===== config.mk =====
export PLATFORM = sky130hd
export DESIGN_NAME = motor_estimator_status_regs
export DESIGN_NICKNAME = d
export VERILOG_FILES = /design/src/shared/mest_pkg.sv /design/src/shared/capture_if.sv /design/src/rtl/status_capture.sv /design/src/rtl/motor_estimator_status_regs.sv
export SDC_FILE = /design/constraint.sdc
export NUM_CORES = 1
export LEC_CHECK = 0
export ABC_CLOCK_PERIOD_IN_PS = 4800
export BUFFER_PORTS_ARGS = -buffer_cell sky130_fd_sc_hd__buf_2
export CORE_ASPECT_RATIO = 1.75
export CORE_UTILIZATION = 45
export DETAILED_ROUTE_END_ITERATION = 16
export GPL_ROUTABILITY_DRIVEN = 0
export PLACE_DENSITY = 0.74
export SETUP_SLACK_MARGIN = 0.15
export SYNTH_ARGS = -nofsm -noshare
export SYNTH_HDL_FRONTEND = slang
export SYNTH_SLANG_ARGS = --single-unit

===== constraint.sdc =====
create_clock -name pclk -period 4.8 [get_ports pclk]
set_input_delay 0.48 -clock pclk [delete_from_list [all_inputs] [get_ports pclk]]
set_output_delay 0.48 -clock pclk [all_outputs]
set_load 0.02 [all_outputs]

===== src/shared/mest_pkg.sv =====
// Constants and types for the motor estimator status register bank
package mest_pkg;
  localparam int DATA_W = 32;
  localparam int STEP_W = 16;
  localparam int ADDR_W = 16;
  localparam int N_SLOTS = 8;
  localparam int CTRL_W = 2;
  // Values are signed fixed point with this many fraction bits
  localparam int FRAC_BITS = 27;

  // Register indices; the byte address is four times the index
  localparam logic [13:0] IDX_SPIN_STEP = 14'h0680;
  localparam logic [13:0] IDX_SPIN_SPEED = 14'h068a;
  localparam logic [13:0] IDX_POS_STEP = 14'h06be;
  localparam logic [13:0] IDX_POS_ANGLE = 14'h0702;
  localparam logic [13:0] IDX_BEMF_D = 14'h0748;
  localparam logic [13:0] IDX_BEMF_Q = 14'h074a;
  localparam logic [13:0] IDX_SPEED_EST = 14'h0758;
  localparam logic [13:0] IDX_ANGLE_EST = 14'h075c;
  localparam logic [13:0] IDX_CTRL = 14'h0760;
  localparam logic [13:0] IDX_UPDATED = 14'h0762;

  // Slot numbers of the captured values
  localparam int SLOT_SPIN_STEP = 0;
  localparam int SLOT_SPIN_SPEED = 1;
  localparam int SLOT_POS_STEP = 2;
  localparam int SLOT_POS_ANGLE = 3;
  localparam int SLOT_BEMF_D = 4;
  localparam int SLOT_BEMF_Q = 5;
  localparam int SLOT_SPEED_EST = 6;
  localparam int SLOT_ANGLE_EST = 7;

  // Spin detection step codes
  localparam logic [STEP_W-1:0] SPIN_INIT = 16'h0000;
  localparam logic [STEP_W-1:0] SPIN_STOP_CHECK = 16'h0001;
  localparam logic [STEP_W-1:0] SPIN_ESTIM_INIT = 16'h0002;
  localparam logic [STEP_W-1:0] SPIN_RUN_CHECK = 16'h0003;
  localparam logic [STEP_W-1:0] SPIN_DIR_CHECK = 16'h0004;
  localparam logic [STEP_W-1:0] SPIN_COMPLETE = 16'h0005;
  localparam logic [STEP_W-1:0] SPIN_FAULT = 16'h0006;

  // Position detection step codes, init 0 through fault 12
  localparam logic [STEP_W-1:0] POS_INIT = 16'h0000;
  localparam logic [STEP_W-1:0] POS_COMPLETE = 16'h000b;
  localparam logic [STEP_W-1:0] POS_FAULT = 16'h000c;

  // Reset values
  localparam logic [STEP_W-1:0] RST_STEP = 16'h0000;
  localparam logic [DATA_W-1:0] RST_VALUE = 32'h00000000;
  localparam logic [CTRL_W-1:0] RST_CTRL = 2'h0;

  // Control register fields
  localparam int CTRL_FREEZE_DET_BIT = 0;
  localparam int CTRL_FREEZE_EST_BIT = 1;

  typedef enum logic {APB_IDLE, APB_ACCESS} apb_state_type;
endpackage


===== src/shared/capture_if.sv =====
// Load strobe, data and held value of one status capture register
`timescale 1ns/1ps
interface capture_if #(parameter int W = 32) ();
  logic load;
  logic [W-1:0] d;
  logic [W-1:0] q;
  modport feed (output load, output d, input q);
  modport hold (input load, input d, output q);
endinterface


===== src/rtl/status_capture.sv =====
// One read-only status register loaded by its producer's strobe
`timescale 1ns/1ps
module status_capture
  import mest_pkg::*;
#(
  parameter int W = 32,
  parameter logic [W-1:0] RESET_VALUE = '0
) (
  // Clock and reset
  input wire logic pclk,
  input wire logic presetn,
  // Capture channel
  capture_if.hold cap
);
  logic [W-1:0] value_ff;

  always_ff @(posedge pclk or negedge presetn) begin
    if (!presetn) begin
      value_ff <= RESET_VALUE;
    end else if (cap.load) begin
      value_ff <= cap.d;
    end
  end

  assign cap.q = value_ff;
endmodule


===== src/rtl/motor_estimator_status_regs.sv =====
// Read-only status register bank of the motor estimator, APB slave
// Behaviour
// - Spin detection step reads as 16-bit code 0 to 6, fault 6.
// - Position detection step reads as 16-bit code 0 to 12, fault 12.
// - Spin detection speed reads as 32-bit fraction of maximum speed.
// - Position detection angle reads as 32-bit fraction of 360 degrees.
// - Estimated direct back-EMF reads as 32-bit scaled value.
// - Estimated quadrature back-EMF reads as 32-bit scaled value.
// - Estimated rotor speed reads as 32-bit fraction of maximum speed.
// - Estimated rotor angle reads as 32-bit fraction of 360 degrees.
// - Reset clears the step codes and all estimator values to zero.
`timescale 1ns/1ps
module motor_estimator_status_regs
  import mest_pkg::*;
(
  // Clock and reset
  input wire logic pclk,
  input wire logic presetn,
  // APB slave
  input wire logic psel,
  input wire logic penable,
  input wire logic pwrite,
  input wire logic [ADDR_W-1:0] paddr,
  input wire logic [DATA_W-1:0] pwdata,
  input wire logic [3:0] pstrb,
  output logic [DATA_W-1:0] prdata,
  output logic pready,
  output logic pslverr,
  // Spin detection producer
  input wire logic [STEP_W-1:0] spin_detect_step,
  input wire logic spin_detect_step_load,
  input wire logic [DATA_W-1:0] spin_detect_speed,
  input wire logic spin_detect_speed_load,
  // Position detection producer
  input wire logic [STEP_W-1:0] position_detect_step,
  input wire logic position_detect_step_load,
  input wire logic [DATA_W-1:0] position_detect_angle,
  input wire logic position_detect_angle_load,
  // Estimator producer, one strobe for the whole set
  input wire logic [DATA_W-1:0] backemf_direct_est,
  input wire logic [DATA_W-1:0] backemf_quadrature_est,
  input wire logic [DATA_W-1:0] rotor_speed_est,
  input wire logic [DATA_W-1:0] rotor_angle_est,
  input wire logic estimator_load
);
  // APB phase tracking
  apb_state_type state_ff;
  apb_state_type nxt_state;

  // Control and flags
  logic [CTRL_W-1:0] ctrl_ff;
  logic [N_SLOTS-1:0] updated_ff;
  logic [N_SLOTS-1:0] nxt_updated;

  // Read path, captured in the setup cycle
  logic [DATA_W-1:0] prdata_ff;
  logic slverr_ff;
  logic slot_hit_ff;
  logic [2:0] slot_ff;
  logic ctrl_hit_ff;

  // Decode of the current address
  logic dec_slot_hit;
  logic [2:0] dec_slot;
  logic dec_ctrl_hit;
  logic dec_updated_hit;
  logic dec_mapped;

  // Producer side
  logic [STEP_W-1:0] spin_code;
  logic [STEP_W-1:0] pos_code;
  logic det_open;
  logic est_open;
  logic [N_SLOTS-1:0] load_vec;
  logic [DATA_W-1:0] d_vec [N_SLOTS];
  logic [DATA_W-1:0] q_vec [N_SLOTS];

  // Handshake terms
  logic setup_phase;
  logic access_done;
  logic read_done;
  logic write_done;

  // Out-of-range step codes would read as a state that does not exist,
  // so they are reported as the fault step instead.
  always_comb begin
    if (spin_detect_step > SPIN_FAULT) begin
      spin_code = SPIN_FAULT;
    end else begin
      spin_code = spin_detect_step;
    end
  end

  always_comb begin
    if (position_detect_step > POS_FAULT) begin
      pos_code = POS_FAULT;
    end else begin
      pos_code = position_detect_step;
    end
  end

  // Freeze bits hold a coherent snapshot while software reads a set
  assign det_open = !ctrl_ff[CTRL_FREEZE_DET_BIT];
  assign est_open = !ctrl_ff[CTRL_FREEZE_EST_BIT];

  always_comb begin
    load_vec = '0;
    load_vec[SLOT_SPIN_STEP] = spin_detect_step_load & det_open;
    load_vec[SLOT_SPIN_SPEED] = spin_detect_speed_load & det_open;
    load_vec[SLOT_POS_STEP] = position_detect_step_load & det_open;
    load_vec[SLOT_POS_ANGLE] = position_detect_angle_load & det_open;
    load_vec[SLOT_BEMF_D] = estimator_load & est_open;
    load_vec[SLOT_BEMF_Q] = estimator_load & est_open;
    load_vec[SLOT_SPEED_EST] = estimator_load & est_open;
    load_vec[SLOT_ANGLE_EST] = estimator_load & est_open;
  end

  always_comb begin
    d_vec[SLOT_SPIN_STEP] = {16'h0000, spin_code};
    d_vec[SLOT_SPIN_SPEED] = spin_detect_speed;
    d_vec[SLOT_POS_STEP] = {16'h0000, pos_code};
    d_vec[SLOT_POS_ANGLE] = position_detect_angle;
    d_vec[SLOT_BEMF_D] = backemf_direct_est;
    d_vec[SLOT_BEMF_Q] = backemf_quadrature_est;
    d_vec[SLOT_SPEED_EST] = rotor_speed_est;
    d_vec[SLOT_ANGLE_EST] = rotor_angle_est;
  end

  // Capture registers, all zero after reset
  genvar gi;
  generate
    for (gi = 0; gi < N_SLOTS; gi++) begin : g_cap
      capture_if #(.W(DATA_W)) cap ();
      assign cap.load = load_vec[gi];
      assign cap.d = d_vec[gi];
      assign q_vec[gi] = cap.q;
      status_capture #(
        .W(DATA_W),
        .RESET_VALUE(RST_VALUE)
      ) u_capture (
        .pclk(pclk),
        .presetn(presetn),
        .cap(cap)
      );
    end
  endgenerate

  // Address decode
  always_comb begin
    dec_slot_hit = 1'b1;
    dec_slot = 3'd0;
    dec_ctrl_hit = 1'b0;
    dec_updated_hit = 1'b0;
    case (paddr)
      {IDX_SPIN_STEP, 2'b00}: dec_slot = 3'(SLOT_SPIN_STEP);
      {IDX_SPIN_SPEED, 2'b00}: dec_slot = 3'(SLOT_SPIN_SPEED);
      {IDX_POS_STEP, 2'b00}: dec_slot = 3'(SLOT_POS_STEP);
      {IDX_POS_ANGLE, 2'b00}: dec_slot = 3'(SLOT_POS_ANGLE);
      {IDX_BEMF_D, 2'b00}: dec_slot = 3'(SLOT_BEMF_D);
      {IDX_BEMF_Q, 2'b00}: dec_slot = 3'(SLOT_BEMF_Q);
      {IDX_SPEED_EST, 2'b00}: dec_slot = 3'(SLOT_SPEED_EST);
      {IDX_ANGLE_EST, 2'b00}: dec_slot = 3'(SLOT_ANGLE_EST);
      {IDX_CTRL, 2'b00}: begin
        dec_slot_hit = 1'b0;
        dec_ctrl_hit = 1'b1;
      end
      {IDX_UPDATED, 2'b00}: begin
        dec_slot_hit = 1'b0;
        dec_updated_hit = 1'b1;
      end
      default: begin
        dec_slot_hit = 1'b0;
      end
    endcase
  end

  assign dec_mapped = dec_slot_hit | dec_ctrl_hit | dec_updated_hit;

  // APB handshake: no wait states, answer in the first access cycle
  assign setup_phase = psel & !penable;
  assign access_done = psel & penable & (state_ff == APB_ACCESS);
  assign read_done = access_done & !pwrite;
  assign write_done = access_done & pwrite;

  always_comb begin
    case (state_ff)
      APB_IDLE: begin
        if (setup_phase) begin
          nxt_state = APB_ACCESS;
        end else begin
          nxt_state = APB_IDLE;
        end
      end
      APB_ACCESS: begin
        if (access_done) begin
          nxt_state = APB_IDLE;
        end else begin
          nxt_state = APB_ACCESS;
        end
      end
      default: begin
        nxt_state = APB_IDLE;
      end
    endcase
  end

  always_ff @(posedge pclk or negedge presetn) begin
    if (!presetn) begin
      state_ff <= APB_IDLE;
    end else begin
      state_ff <= nxt_state;
    end
  end

  // Read data and error are taken in the setup cycle
  always_ff @(posedge pclk or negedge presetn) begin
    if (!presetn) begin
      prdata_ff <= RST_VALUE;
      slverr_ff <= 1'b0;
      slot_hit_ff <= 1'b0;
      slot_ff <= 3'd0;
      ctrl_hit_ff <= 1'b0;
    end else if (setup_phase) begin
      slverr_ff <= !dec_mapped;
      slot_hit_ff <= dec_slot_hit;
      slot_ff <= dec_slot;
      ctrl_hit_ff <= dec_ctrl_hit;
      if (pwrite || !dec_mapped) begin
        prdata_ff <= RST_VALUE;
      end else if (dec_slot_hit) begin
        prdata_ff <= q_vec[dec_slot];
      end else if (dec_ctrl_hit) begin
        prdata_ff <= {{(DATA_W-CTRL_W){1'b0}}, ctrl_ff};
      end else begin
        prdata_ff <= {{(DATA_W-N_SLOTS){1'b0}}, updated_ff};
      end
    end
  end

  // Only the control register accepts writes; status writes are dropped
  always_ff @(posedge pclk or negedge presetn) begin
    if (!presetn) begin
      ctrl_ff <= RST_CTRL;
    end else if (write_done && ctrl_hit_ff && pstrb[0]) begin
      ctrl_ff <= pwdata[CTRL_W-1:0];
    end
  end

  // Sticky per-value update flags, cleared by reading that value;
  // a load in the clearing cycle keeps the flag set.
  always_comb begin
    nxt_updated = updated_ff;
    for (int i = 0; i < N_SLOTS; i++) begin
      if (load_vec[i]) begin
        nxt_updated[i] = 1'b1;
      end else if (read_done && slot_hit_ff && (slot_ff == 3'(i))) begin
        nxt_updated[i] = 1'b0;
      end
    end
  end

  always_ff @(posedge pclk or negedge presetn) begin
    if (!presetn) begin
      updated_ff <= '0;
    end else begin
      updated_ff <= nxt_updated;
    end
  end

  assign pready = psel & penable & (state_ff == APB_ACCESS);
  assign pslverr = pready & slverr_ff;
  assign prdata = prdata_ff;
endmodule


==> flow_summary.yaml <==
run_status:
  outcome: "finished clean"
drt:
  avgRoutedWirePerCell_um: 18.03
  route.detailed.drc: 0
  vias_per_cell: 5.249
  num_vias: 9758
  dr.pass1.iters: 4
  drt_wl_total_mm: 33.53
  dr.first_iter.drc_count: 476
  ant_nets: 0
timing:
  finalHoldViolations: 0
  period_share_pct: 65.18
  finalSetupViolations: 0
  max_freq_ghz: 0.3196
  slew_headroom_pct: 23.71
  fin_ws_ns: 1.671
  period_needed_ns: 3.129
  slew_viol_final: 0
  tightest_slew_ns: 1.142
  tns_ns: 0
  fin_skew_ns: 0.02261
  rsz0062_at_grt: "no"
yosys:
  postSynthCellCount: 1211
  ys_seq_area_share_pct: 55.11
  synth_top_area_share_pct: 55.11
  synth-edff-count: 0
  synth_ff_type: "dfrtp_1"
  synth-seq-cells: 273
  yosys.area.top_type: "dfrtp_1"
  avgSynthCellArea_um2: 10.24
  synth_area_um2: 12400
  synth_top_cells_by_area: "dfrtp_1, nand2_1, mux2_2"
  synth_nets: 1497
  ys_warn_count: 0
  async_flop_share_pct: 100.0
  synth.distinct_cells: 50
floorplanning:
  start_util_pct: 45.70
  die_w_um: 127.5
  die-area_um2: 28240
  num_rows: 80
  ios: 320
  die_y_um: 221.6
  core_um2: 27130
pwr:
  power_density_nw_per_um2: 337.3
  power_mw: 5.054
  clock_power_share_pct: 40.2
  leakage_nw: 7.430
  p_seq_share_pct: 50.0
  power.internal_mw: 3.828
  comb_power_share_pct: 9.7
  ir_drop_v: 0.0003149
  p_sw_mw: 1.226
  switching_share_pct: 24.26
layout:
  mostFrequentLayoutCell: "nand2_1"
  fin_area_um2: 14980
  layout_common_cells: "nand2_1, buf_2, dfrtp_1"
  area_delta_synth_final_pct: 20.85
  layout-drive-gt1-share_pct: 29.74
  post-route-util_pct: 55.23
  fin_nets: 1753
global_route:
  grt_overflow: 0
  track_usage_pct: 24.45
  grt_max_degree: 126
  antenna_found_initial: 7
  grt_pass1_wl_mm: 53.31
  grt_pass1_vias: 10160
placed_design:
  dp_hpwl_mm: 24.10
  port_buffers: 286
  dpl_cell_area_um2: 14130
  place_ws_ns: 1.137
cts:
  htree_levels: 1
  cts_buffers: 27
  cts_buffer_depth: 3
  clk_latency_ns: 0.55
  cts-root-buf: "clkbuf_16"
  post-cts-setup-buffers: 0
  ctsHoldBuffers: 0
  cts.sinks: 273
  clk_pin_slew_ns: 0.06
  cts_tree: "built"
  cts_resized: 0
critical_path:
  setup.worst_path.class: "primary input to flip-flop"
  slowest_delay_ns: 0.80
  critPathArrivalTime_ns: 3.62
  cp_common_cell: "nand3_1"
  path_buf_inv: 1
  crit_fanout: 11
  slowest_stage: "nor2_1"
  path_cells: "buf_2 > nor4b_1 > and2_0 > nand3_1 > nor2_1 > nand3_1 > o21ai_0 > a211o_1"
  startpoint_type: "primary input"
  crit_path_end_kind: "flip-flop"
  cp_top_family: "simple AND/OR/NAND/NOR gates"
  crit_required_ns: 5.29
worst_hold_path:
  worst_hold_path_type: "primary input to asynchronous set/reset pin"
job:
  drv_cap: 0
-- worst reg2reg max path, cell delays in order (launching register included) --
cell	delay (ns)
dfrtp_1	0.46
nand2b_4	0.70
buf_4	0.64
nand2_1	0.15
nand2_1	0.09
-- layer usage --
layer | wire length [um] | global-route usage, %
met5 | 30 | 0
met4 | 1880 | 13.59
met3 | 1895 | 4.175
met2 | 17370 | 43.54
met1 | 12350 | 27.32
-- logic make-up (layout without fill, tap and decap cells) --
group | after synthesis | in the layout | synth area share (%)
and+or+nand+nor | 543 | 543 | 18.79
buffers and inverters | 76 | 351 | 3.048
DFF | 273 | 273 | 55.11
AOI/OAI and AO/OA | 137 | 137 | 7.448
muxes | 182 | 182 | 15.60
other | 0 | 4 | 0
-- state kept, by name (all words and copies together), names as in the netlist --
name and flops:
slot_hit_ff 1, ctrl_hit_ff 1, g_cap.u_capture.cap.q 224, prdata 32, ctrl_ff 2, updated_ff 8
state_ff 1, slot_ff 3, slverr_ff 1
-- area by class of cell --
cell class | instances | area [um2]
Sequential cell | 273 | 6832
Clock inverter | 10 | 87.58
Tap cell | 369 | 461.7
Timing Repair Buffer | 298 | 1569
Inverter | 5 | 18.77
Multi-Input combinational cell | 862 | 5246
Fill cell | 2419 | 12140
Antenna cell | 4 | 10.01
Clock buffer | 38 | 757.0
-- through the flow --
step | cells | hold WS (ns)
after floorplan | 1211 | 0.1844
after global placement | 1807 | 0.4534
after detailed placement | 1807 | 0.4583
after CTS | 1855 | 0.06646
after global routing | 1858 | 0.09221
final | 1859 | 0.004878
-- power groups by stage --
| stage | Sequential, mW | Clock, mW | Combinational, mW |
|---|---|---|---|
| floorplan | 2.55 | 0 | 0.259 |
| global placement | 2.56 | 0 | 0.490 |
| detailed placement | 2.57 | 0 | 0.501 |
| CTS | 2.53 | 2.08 | 0.504 |
| global route | 2.55 | 2.17 | 0.554 |
| finish | 2.53 | 2.03 | 0.492 |
-- worst paths after layout --
check,start,to,slack [ns],depth (start not counted)
min in group pclk,rotor_speed_est[25],g_cap[6].u_capture.cap.q[25],0.12,3
max reg2reg,ctrl_ff[1],g_cap[5].u_capture.cap.q[26],2.71,4
max in group asynchronous,presetn,g_cap[5].u_capture.cap.q[9],3.60,2
min,presetn,g_cap[1].u_capture.cap.q[9],0.005,1
min reg2reg,g_cap[4].u_capture.cap.q[23],g_cap[4].u_capture.cap.q[23],0.47,2
max,paddr[13],prdata[7],1.67,8
-- cell usage after synthesis, types with 10 or more instances --
cell type,n
nand3_1,13
o21ai_1,21
a21oi_1,10
nand2b_1,11
nand2_1,424
mux2i_1,92
nor2_1,19
dfrtp_1,273
a2bb2oi_1,16
o21ai_0,35
a22o_1,19
clkbuf_1,49
and2_1,26
mux2_2,90
(Power assumes the default switching activity.)
